`config.mk`:
```
export PLATFORM = sky130hd
export DESIGN_NAME = dee_ctrl
export DESIGN_NICKNAME = d
export VERILOG_FILES = /design/src/verilog/dee_pkg.sv /design/src/verilog/dee_ctrl.sv /design/src/verilog/dee_mem.sv
export SDC_FILE = /design/constraint.sdc
export NUM_CORES = 1
export LEC_CHECK = 0
export ABC_AREA = 1
export BUFFER_PORTS_ARGS = -buffer_cell sky130_fd_sc_hd__buf_2
export CAP_MARGIN = 15
export CORE_ASPECT_RATIO = 0.9
export CORE_MARGIN = 3
export CORE_UTILIZATION = 45
export DETAILED_ROUTE_END_ITERATION = 7
export SYNTH_ARGS = -nofsm -noshare
export SYNTH_HDL_FRONTEND = slang
export SYNTH_HIERARCHICAL = 1
export SYNTH_SLANG_ARGS = --single-unit
```
`constraint.sdc`:
```
create_clock -name MCLK -period 3.3 [get_ports MCLK]
set_input_delay 0.33 -clock MCLK [delete_from_list [all_inputs] [get_ports MCLK]]
set_output_delay 0.33 -clock MCLK [all_outputs]
set_load 0.01 [all_outputs]
```
`src/verilog/dee_pkg.sv`:
```
// Constants, register map and enums for the data EEPROM write control block.
// Assumes an APB3 master with 32-bit data and a 250 MHz MCLK.
//
// Behaviour
// - A byte write starts only after 55h then AAh to unlock, then write start.
// - The three steps must be consecutive bus transfers, else the write is dropped.
// - Write start is refused unless the write permit bit was already set.
// - Hardware never clears the write permit bit; only software writes and reset change it.
// - A started write completes even if software clears the permit bit meanwhile.
// - On completion hardware clears write start and sets the write done flag.
// - The write done flag stays set until software clears it.
// - The write done flag drives an interrupt output that software can enable.
// - Reset clears the write permit bit.
// - Writes are blocked while the 72 ms power-up timer runs.
// - Under code protection data is still read and written unscrambled.
// - After a read start the addressed byte is in the data register next cycle.
// - The data register holds its byte until a new read or a software write.
package dee_pkg;

  // Register byte offsets
  localparam logic [7:0] OFS_ADDR = 8'h00;
  localparam logic [7:0] OFS_DATA = 8'h04;
  localparam logic [7:0] OFS_CTRL = 8'h08;
  localparam logic [7:0] OFS_UNLOCK = 8'h0C;
  localparam logic [7:0] OFS_FLAG = 8'h10;

  // Control register fields
  localparam int CTRL_RD = 0;
  localparam int CTRL_WR = 1;
  localparam int CTRL_PERMIT = 2;
  localparam int CTRL_PUT_BUSY = 3;
  localparam int CTRL_CODE_PROT = 4;

  // Flag register fields
  localparam int FLAG_DONE = 0;
  localparam int FLAG_IRQ_EN = 1;

  // Unlock keys
  localparam logic [7:0] KEY_FIRST = 8'h55;
  localparam logic [7:0] KEY_SECOND = 8'hAA;

  // Timing
  localparam int CLK_PERIOD_NS = 4;
  localparam int TICK_NS = 1000;
  localparam int TICK_CYCLES = (TICK_NS + CLK_PERIOD_NS - 1) / CLK_PERIOD_NS;
  localparam int PUT_MS = 72;
  localparam int PUT_TICKS = PUT_MS * (1000000 / TICK_NS);
  localparam int WRITE_TICKS = 4;

  // Reset values
  localparam logic [7:0] DATA_RESET = 8'h00;

  typedef enum logic [1:0] {
    SEQ_IDLE = 2'b00,
    SEQ_GOT_FIRST = 2'b01,
    SEQ_ARMED = 2'b10
  } dee_seq_e;

endpackage : dee_pkg
```
`src/verilog/dee_ctrl.sv`:
```
// Data EEPROM write control: APB register file, unlock sequencer, write timer,
// power-up write block and read path into the cell array.
// Assumes APB3 master on MCLK; CODE_PROT arrives asynchronously from fuse logic.
`timescale 1ns/1ps
module dee_ctrl #(
  parameter int AW = 7,
  parameter int PUT_TICKS = dee_pkg::PUT_TICKS,
  parameter int WRITE_TICKS = dee_pkg::WRITE_TICKS
) (
  input wire logic MCLK,
  input wire logic RST,
  input wire logic PSEL,
  input wire logic PENABLE,
  input wire logic PWRITE,
  input wire logic [7:0] PADDR,
  input wire logic [31:0] PWDATA,
  output logic [31:0] PRDATA,
  output logic PREADY,
  output logic PSLVERR,
  input wire logic CODE_PROT,
  output logic WRITE_DONE_IRQ,
  output logic WRITE_BUSY
);

  localparam int DIVW = $clog2(dee_pkg::TICK_CYCLES + 1);
  localparam int PUTW = $clog2(PUT_TICKS + 1);
  localparam int WRW = $clog2(WRITE_TICKS + 1);
  localparam logic [DIVW-1:0] DIV_LAST = DIVW'(dee_pkg::TICK_CYCLES - 1);
  localparam logic [PUTW-1:0] PUT_LAST = PUTW'(PUT_TICKS - 1);
  localparam logic [WRW-1:0] WR_LAST = WRW'(WRITE_TICKS - 1);

  typedef struct packed {
    logic [AW-1:0] addr;
    logic [7:0] data;
    logic rd_pend;
    logic wr_bit;
    logic permit;
    logic done_flag;
    logic irq_en;
    dee_pkg::dee_seq_e seq;
    logic [DIVW-1:0] div;
    logic [PUTW-1:0] put_cnt;
    logic put_busy;
    logic [WRW-1:0] wr_cnt;
    logic [AW-1:0] wr_addr;
    logic [7:0] wr_data;
    logic [2:0] cp_sync;
    logic code_prot;
    logic [31:0] prdata;
  } dee_state_s;

  dee_state_s st_reg;
  dee_state_s st_next;

  logic acc;
  logic setup;
  logic mapped;
  logic tick;
  logic wr_finish;
  logic rd_start;
  logic [7:0] mem_rdata;
  logic [7:0] data_view;
  logic [31:0] rd_word;

  // Known register offsets
  function automatic logic is_mapped(input logic [7:0] a);
    is_mapped = (a == dee_pkg::OFS_ADDR) || (a == dee_pkg::OFS_DATA) ||
                (a == dee_pkg::OFS_CTRL) || (a == dee_pkg::OFS_UNLOCK) ||
                (a == dee_pkg::OFS_FLAG);
  endfunction : is_mapped

  // Write to a given offset in the access phase
  function automatic logic wr_hit(input logic a_acc, input logic a_wr,
                                  input logic [7:0] a, input logic [7:0] ofs);
    wr_hit = a_acc && a_wr && (a == ofs);
  endfunction : wr_hit

  assign acc = PSEL && PENABLE;
  assign setup = PSEL && !PENABLE;
  assign mapped = is_mapped(PADDR);
  assign PREADY = 1'b1;
  assign PSLVERR = acc && !mapped;
  assign PRDATA = st_reg.prdata;
  assign WRITE_BUSY = st_reg.wr_bit;
  assign WRITE_DONE_IRQ = st_reg.done_flag && st_reg.irq_en;

  assign tick = (st_reg.div == DIV_LAST);
  assign wr_finish = st_reg.wr_bit && tick && (st_reg.wr_cnt == WR_LAST);
  assign rd_start = wr_hit(acc, PWRITE, PADDR, dee_pkg::OFS_CTRL) &&
                    PWDATA[dee_pkg::CTRL_RD];

  // Fresh read data is visible before it lands in the register
  assign data_view = st_reg.rd_pend ? mem_rdata : st_reg.data;

  always_comb begin
    rd_word = 32'h0000_0000;
    case (PADDR)
      dee_pkg::OFS_ADDR: rd_word[AW-1:0] = st_reg.addr;
      dee_pkg::OFS_DATA: rd_word[7:0] = data_view;
      dee_pkg::OFS_CTRL: begin
        rd_word[dee_pkg::CTRL_RD] = st_reg.rd_pend;
        rd_word[dee_pkg::CTRL_WR] = st_reg.wr_bit;
        rd_word[dee_pkg::CTRL_PERMIT] = st_reg.permit;
        rd_word[dee_pkg::CTRL_PUT_BUSY] = st_reg.put_busy;
        rd_word[dee_pkg::CTRL_CODE_PROT] = st_reg.code_prot;
      end
      dee_pkg::OFS_FLAG: begin
        rd_word[dee_pkg::FLAG_DONE] = st_reg.done_flag;
        rd_word[dee_pkg::FLAG_IRQ_EN] = st_reg.irq_en;
      end
      default: rd_word = 32'h0000_0000;
    endcase
  end

  always_comb begin
    st_next = st_reg;

    // Microsecond time base
    st_next.div = tick ? '0 : DIVW'(st_reg.div + 1'b1);

    // Power-up write block
    if (st_reg.put_busy && tick) begin
      if (st_reg.put_cnt == PUT_LAST) begin
        st_next.put_busy = 1'b0;
      end else begin
        st_next.put_cnt = PUTW'(st_reg.put_cnt + 1'b1);
      end
    end

    // Code protect level, counted once two stages agree
    st_next.cp_sync = {st_reg.cp_sync[1:0], CODE_PROT};
    if (st_reg.cp_sync[1] == st_reg.cp_sync[2]) begin
      st_next.code_prot = st_reg.cp_sync[2];
    end

    // Read capture during setup phase
    if (setup) begin
      st_next.prdata = rd_word;
    end

    // Land read data in the data register
    if (st_reg.rd_pend) begin
      st_next.data = mem_rdata;
      st_next.rd_pend = 1'b0;
    end

    // Software register writes
    if (wr_hit(acc, PWRITE, PADDR, dee_pkg::OFS_ADDR)) begin
      st_next.addr = PWDATA[AW-1:0];
    end
    if (wr_hit(acc, PWRITE, PADDR, dee_pkg::OFS_DATA)) begin
      st_next.data = PWDATA[7:0];
    end
    if (wr_hit(acc, PWRITE, PADDR, dee_pkg::OFS_CTRL)) begin
      st_next.permit = PWDATA[dee_pkg::CTRL_PERMIT];
    end
    if (rd_start) begin
      st_next.rd_pend = 1'b1;
    end
    if (wr_hit(acc, PWRITE, PADDR, dee_pkg::OFS_FLAG)) begin
      st_next.irq_en = PWDATA[dee_pkg::FLAG_IRQ_EN];
      if (PWDATA[dee_pkg::FLAG_DONE]) begin
        st_next.done_flag = 1'b0;
      end
    end

    // Unlock sequencer: one step per completed bus transfer
    if (acc) begin
      case (st_reg.seq)
        dee_pkg::SEQ_IDLE: begin
          if (!st_reg.wr_bit &&
              wr_hit(acc, PWRITE, PADDR, dee_pkg::OFS_UNLOCK) &&
              PWDATA[7:0] == dee_pkg::KEY_FIRST) begin
            st_next.seq = dee_pkg::SEQ_GOT_FIRST;
          end
        end
        dee_pkg::SEQ_GOT_FIRST: begin
          if (wr_hit(acc, PWRITE, PADDR, dee_pkg::OFS_UNLOCK) &&
              PWDATA[7:0] == dee_pkg::KEY_SECOND) begin
            st_next.seq = dee_pkg::SEQ_ARMED;
          end else begin
            st_next.seq = dee_pkg::SEQ_IDLE;
          end
        end
        dee_pkg::SEQ_ARMED: begin
          st_next.seq = dee_pkg::SEQ_IDLE;
          if (wr_hit(acc, PWRITE, PADDR, dee_pkg::OFS_CTRL) &&
              PWDATA[dee_pkg::CTRL_WR] &&
              st_reg.permit &&
              !st_reg.put_busy) begin
            st_next.wr_bit = 1'b1;
            st_next.wr_cnt = '0;
            st_next.wr_addr = st_reg.addr;
            st_next.wr_data = st_reg.data;
          end
        end
        default: st_next.seq = dee_pkg::SEQ_IDLE;
      endcase
    end

    // Write timer runs on regardless of the permit bit
    if (st_reg.wr_bit && tick) begin
      if (wr_finish) begin
        st_next.wr_bit = 1'b0;
      end else begin
        st_next.wr_cnt = WRW'(st_reg.wr_cnt + 1'b1);
      end
    end

    // Completion set wins over a same-cycle clear
    if (wr_finish) begin
      st_next.done_flag = 1'b1;
    end
  end

  always_ff @(posedge MCLK or posedge RST) begin
    if (RST) begin
      st_reg.addr <= '0;
      st_reg.data <= dee_pkg::DATA_RESET;
      st_reg.rd_pend <= 1'b0;
      st_reg.wr_bit <= 1'b0;
      st_reg.permit <= 1'b0;
      st_reg.done_flag <= 1'b0;
      st_reg.irq_en <= 1'b0;
      st_reg.seq <= dee_pkg::SEQ_IDLE;
      st_reg.div <= '0;
      st_reg.put_cnt <= '0;
      st_reg.put_busy <= 1'b1;
      st_reg.wr_cnt <= '0;
      st_reg.wr_addr <= '0;
      st_reg.wr_data <= '0;
      st_reg.cp_sync <= '0;
      st_reg.code_prot <= 1'b0;
      st_reg.prdata <= 32'h0000_0000;
    end else begin
      st_reg <= st_next;
    end
  end

  // Cell array carries plain data in every protection state
  dee_mem #(
    .AW(AW),
    .DW(8)
  ) u_mem (
    .clk(MCLK),
    .rst(RST),
    .we(wr_finish),
    .waddr(st_reg.wr_addr),
    .wdata(st_reg.wr_data),
    .re(rd_start),
    .raddr(st_reg.addr),
    .rdata(mem_rdata)
  );

endmodule : dee_ctrl

```
`src/verilog/dee_mem.sv`:
```
// Byte-wide data EEPROM cell array with one write and one registered read port.
// Assumes writes and reads come from the control block on the same clock.
`timescale 1ns/1ps
module dee_mem #(
  parameter int AW = 7,
  parameter int DW = 8
) (
  input wire logic clk,
  input wire logic rst,
  input wire logic we,
  input wire logic [AW-1:0] waddr,
  input wire logic [DW-1:0] wdata,
  input wire logic re,
  input wire logic [AW-1:0] raddr,
  output logic [DW-1:0] rdata
);

  logic [DW-1:0] cells [0:(1<<AW)-1];

  always_ff @(posedge clk) begin
    if (we) begin
      cells[waddr] <= wdata;
    end
  end

  always_ff @(posedge clk or posedge rst) begin
    if (rst) begin
      rdata <= '0;
    end else if (re) begin
      rdata <= cells[raddr];
    end
  end

endmodule : dee_mem

```
Word level (Yosys, flattened, before mapping)

Memories as Yosys holds them, arrays and structs flattened. A register that Yosys moved wholly into a read port is not among the register bits.
Cells that the tools add are included.

Register bits after elaboration: 78
Memory bits (writable): 1024
Input bits: 46
Output and inout port bits: 36
Logic and storage cells: 100
Memories kept: 1

Memories:

| memory      | words | bits a word | read ports | clocked after Yosys merged registers in | write ports | RTL line      | source |
|---|---|---|---|---|---|---|---|
| u_mem.cells | 128   | 8           | 1          | 1                                       | 1           | dee_mem.sv:18 | `logic [DW-1:0] cells [0:(1<<AW)-1];` |

Add/subtract/negate cells: 3
Equal/unequal tests: 13
Multiplexer cells: 27
Bitwise logic cells: 1
Reductions and logical operators: 38

Operators by type and width:

| kind                    | number |
|---|---|
| $mux W18                | 3 |
| $mux W8                 | 3 |
| $logic_and A1 B1 Y1     | 20 |
| $add A17 B1 Y17 const B | 1 |
| $eq A17 B17 Y1 const B  | 1 |
| $eq A8 B4 Y1 const B    | 2 |
| $eq A8 B8 Y1 const B    | 2 |
| $mux W1                 | 11 |
| $mux W9                 | 1 |
| $pmux W3 S3             | 1 |
| $add A8 B1 Y8 const B   | 1 |
| $eq A8 B3 Y1 const B    | 1 |
| $eq A8 B5 Y1 const B    | 1 |
| $eq A8 B7 Y1 const B    | 1 |
| $logic_not A8 Y1        | 1 |
| $pmux W2 S2             | 2 |
| $pmux W2 S4             | 1 |
| $reduce_and A2 Y1       | 4 |
| $mux W2                 | 3 |
| $mux W3                 | 2 |
| $reduce_bool A2 Y1      | 3 |
| $logic_not A1 Y1        | 4 |
| $logic_or A1 B1 Y1      | 4 |
| $add A3 B1 Y3 const B   | 1 |
| 8 further kinds         | 8 |

Longest topological paths before layout

Depth in word-level cells: 11
Depth in mapped cells: 14
Gate-level depth less buffers: 11

Modules after synthesis

Netlist, hierarchy kept.

By module, submodules not included:

| module   | instances | cells each | area an instance (µm²) | sequential area each (µm²) |
|---|---|---|---|---|
| dee_mem  | 1         | 3546       | 42259.3                | 30949.7 |
| dee_ctrl | 1         | 543        | 4206.5                 | 1953.1 |

Worst setup path before layout

No wires, ideal clock.

Kind: reg-to-reg
Start: register st_reg[73] in the netlist's numbering
End: memory u_mem.cells[105][0], enable pin
Library setup time: 370 ps
Arrival: 2167 ps
Data required time: 2930 ps
Path slack: 763 ps
Stages on the path, launching flop included: 13
Buffers on the path: 2
Period minus slack after synthesis: 2537 ps
Cell sequence: dfrtp_1 > inv_1 > ha_1 > nand2_1 > nor3_4 > nand2_2 > clkinv_4 > nand2_1 > nor2_1 > clkbuf_1 > nand2_1 > clkbuf_1 > nor2_1

Cells in the longest elaborated chain, start to end: 5

RTL lines:

| what                             | RTL line        | source |
|---|---|---|
| start, declared                  | dee_ctrl.sv:52  | `dee_state_s st_reg;` |
| start signal, assigned           | dee_ctrl.sv:236 | `st_reg <= st_next;` |
| $eq A8 B8 Y1                     | dee_ctrl.sv:87  | `assign tick = (st_reg.div == DIV_LAST);` |
| $logic_and A1 B1 Y1 (2 in a row) | dee_ctrl.sv:88  | `assign wr_finish = st_reg.wr_bit && tick && (st_reg.wr_cnt == WR_LAST);` |
| $mux W1                          | dee_mem.sv:21   | `if (we) begin` |
| $mux W1 (implied by the code)    | dee_mem.sv:22   | `cells[waddr] <= wdata;` |
| end, declared                    | dee_mem.sv:18   |  |

Every way passes these cells.

Worst setup path after layout

Start: register st_reg[73] in the netlist's numbering
End: memory u_mem.cells[67][7], enable pin

The elaborated chain is that of the path after synthesis.

==> metrics.yaml <==
cts_tree: "built"
max_cap_violations: 0
post_drt_wl_per_cell_um: 20.7
dp_hpwl_mm: 68.7
total_power_uw: 27600
yosys_warnings: 6
crit_end: "u_mem/cells[67][7]"
ant_nets: 0
status: "finished clean"
synth_edf_count: 1024
gp_congestion: 0.831
fp.dieH_um: 311
drtPass1Iterations: 8
grt_usage_pct: 21.6
grt_start_max_net_pins: 124
drv_slew: 0
portBuffers: 32
clock_latency_ns: 0.68
setup_violations: 0
via_per_inst: 5.40
worstMarginPinSlew_ns: 1.00
pin_count: 82
drive_gt1_share_pct: 10.0
vias: 30500
power.leakage_uw: 0.0181
post_dp_cell_area_um2: 48500
num_rows: 111
slew_headroom_pct: 33.1
final_common_cell: "nand2_1"
irDropWorstVdd_uv: 445
ys_types: 39
clk_pin_slew_ns: 0.06
areaGrowthSynthToFinish_pct: 12.1
fp.dieArea_um2: 107000
htreeDepth: 3
fmax_ghz: 0.332
reg2reg_slack_ns: 0.29
grt_pass1_wl_mm: 177
drt_iter0_drc: 3239
clockRootBuffer: "clkbuf_16"
grt_pass1_vias: 28900
fin_skew_ns: 0.0214
gr-total-overflow: 0
path_class: "register to register"
start_util_pct: 45.5
synthCells: 4089
antenna_found_initial: 4
wirelength_mm: 117
fin_area_um2: 52100
hp-class: "input pin to async pin"
tns_ns: 0
drcViolationCount: 0
final_cell_mix: "1,302 x nand2_1, 1,024 x edfxtp_1, 1,012 x nand3_1"
cts_buffers: 111
grt_setup_unrepaired: "no"
syn_area_per_cell_um2: 11.4
critical_path.startpoint: "st_reg[73]"
r2r_cells: 11
worstPathMaxFanout: 12
rr_endpoint: "u_mem/cells[67][7]"
synth.yosys.seq_area_share_pct: 70.8
syn-cell-area_um2: 46500
cp_data_required_time_ns: 3.60
cts_repair_resize_count: 0
coreArea_um2: 102000
cts.sinks: 1110
die_x_um: 345
r2r-start: "st_reg[73]"
async_flop_share_pct: 7.75
post-route-period-util_pct: 91.3
cp.arrival_ns: 3.31
synthFlopType: "edfxtp_1"
cp-start-kind: "register"
hold_viol: 0
fill_cells: 8760
cellPowerDensity_nw_per_um2: 531
yosys_register_bits: 1110
largest_register_ffs: 1024
period_needed_ns: 3.01
nets: 4249
end_kind: "register"
clockBufferDepth: 3
## how the worst min path moves through the flow
stage / start / end / depth (start not counted)
global route: RST / PRDATA[5] / 3
global placement: st_next[34] / st_next[35] / 0
finish: RST / PRDATA[4] / 3
floorplan: RST / u_mem/rdata[0] / 1
detailed placement: RST / u_mem/rdata[6] / 2
CTS: PWRITE / st_reg[81] / 5
## stage by stage
step / instances / worst slack (ns) / hold slack [ns] / utilization (%)
after CTS: 5642 / 0.276 / 0.0901 / 51.0
after floorplan: 4112 / 0.763 / 0.146 / -
after detailed placement: 5427 / 0.288 / 0.347 / 47.5
after global placement: 5427 / 0.304 / 0.333 / 47.5
final: 5644 / 0.288 / 0.130 / 51.0
after global routing: 5643 / 0.0574 / 0.143 / 51.0
## worst max-delay path, stage by stage, from the launching register on
cell and delay (ns):
dfrtp_1 0.40, inv_1 0.06, ha_1 0.14, nand2_1 0.08
nor3_4 0.15, nand2_2 0.13, clkinv_4 0.11, nand2_1 0.06
nor2_1 0.10, buf_4 0.21, nand2_1 0.42, nor2_1 0.77
## cells in the mapped netlist (6+ instances only)
library cell	count	share of area, %
nor3_1	14	0.15
o21ai_1	18	0.19
buf_6	54	1.3
xnor2_1	6	0.11
a21oi_1	10	0.11
clkbuf_1	29	0.23
buf_2	110	1.2
dfrtp_1	85	4.6
nand3_1	1012	11
nor2_1	182	1.5
inv_1	80	0.65
nand4_1	10	0.13
buf_1	19	0.15
buf_4	61	0.99
edfxtp_1	1024	66
o21ai_0	28	0.30
nand2_1	1302	11
## repair_timing
| item | CTS | global route |
|---|---|---|
| hold buffers | 13 | 0 |
| setup buffers | 0 | 0 |
| endpoints found under the hold margin | 81 | 0 |
## kinds of logic (layout without fill, tap and decap cells)
kind of cell	count (synthesis)	count (layout)	share of synthesized area, %
other cells	2	26	0.0162
compound gates	60	60	0.662
simple gates	2540	2540	23.6
buf+inv	361	536	4.60
flops	1110	1110	70.8
fa+ha+maj	6	6	0.156
xor+xnor	10	10	0.188
## area by class of cell
cell class	instances	area, µm²	area share [%]
clock buffers	143	3020	5.80
flip-flops and latches	1110	32900	63.2
well taps	1356	1700	3.26
clock inverters	59	429	0.824
diodes	1	2.50	0.00480
multi-input cells	2641	11500	22.1
repair buffers	246	2130	4.09
inverters	88	363	0.696
## where the power goes
part,switching (µW),leakage (µW),internal (µW),total [µW]
Combinational,350,0.00830,139,489
Clock,5180,0.00169,6820,12000
Sequential,9.55,0.00815,15100,15200
## routing by layer
| layer | part of all wire (%) | vias to the layer above | track usage (%) |
|---|---|---|---|
| met4 | 2.5 | 4 | 6.07 |
| li1 | - | 14400 | - |
| met5 | 0.016 | - | 0 |
| met2 | 46 | 954 | 33.7 |
| met3 | 6.8 | 175 | 3.72 |
| met1 | 44 | 14900 | 31.3 |
No activity file was read; power rests on OpenSTA's default activity.
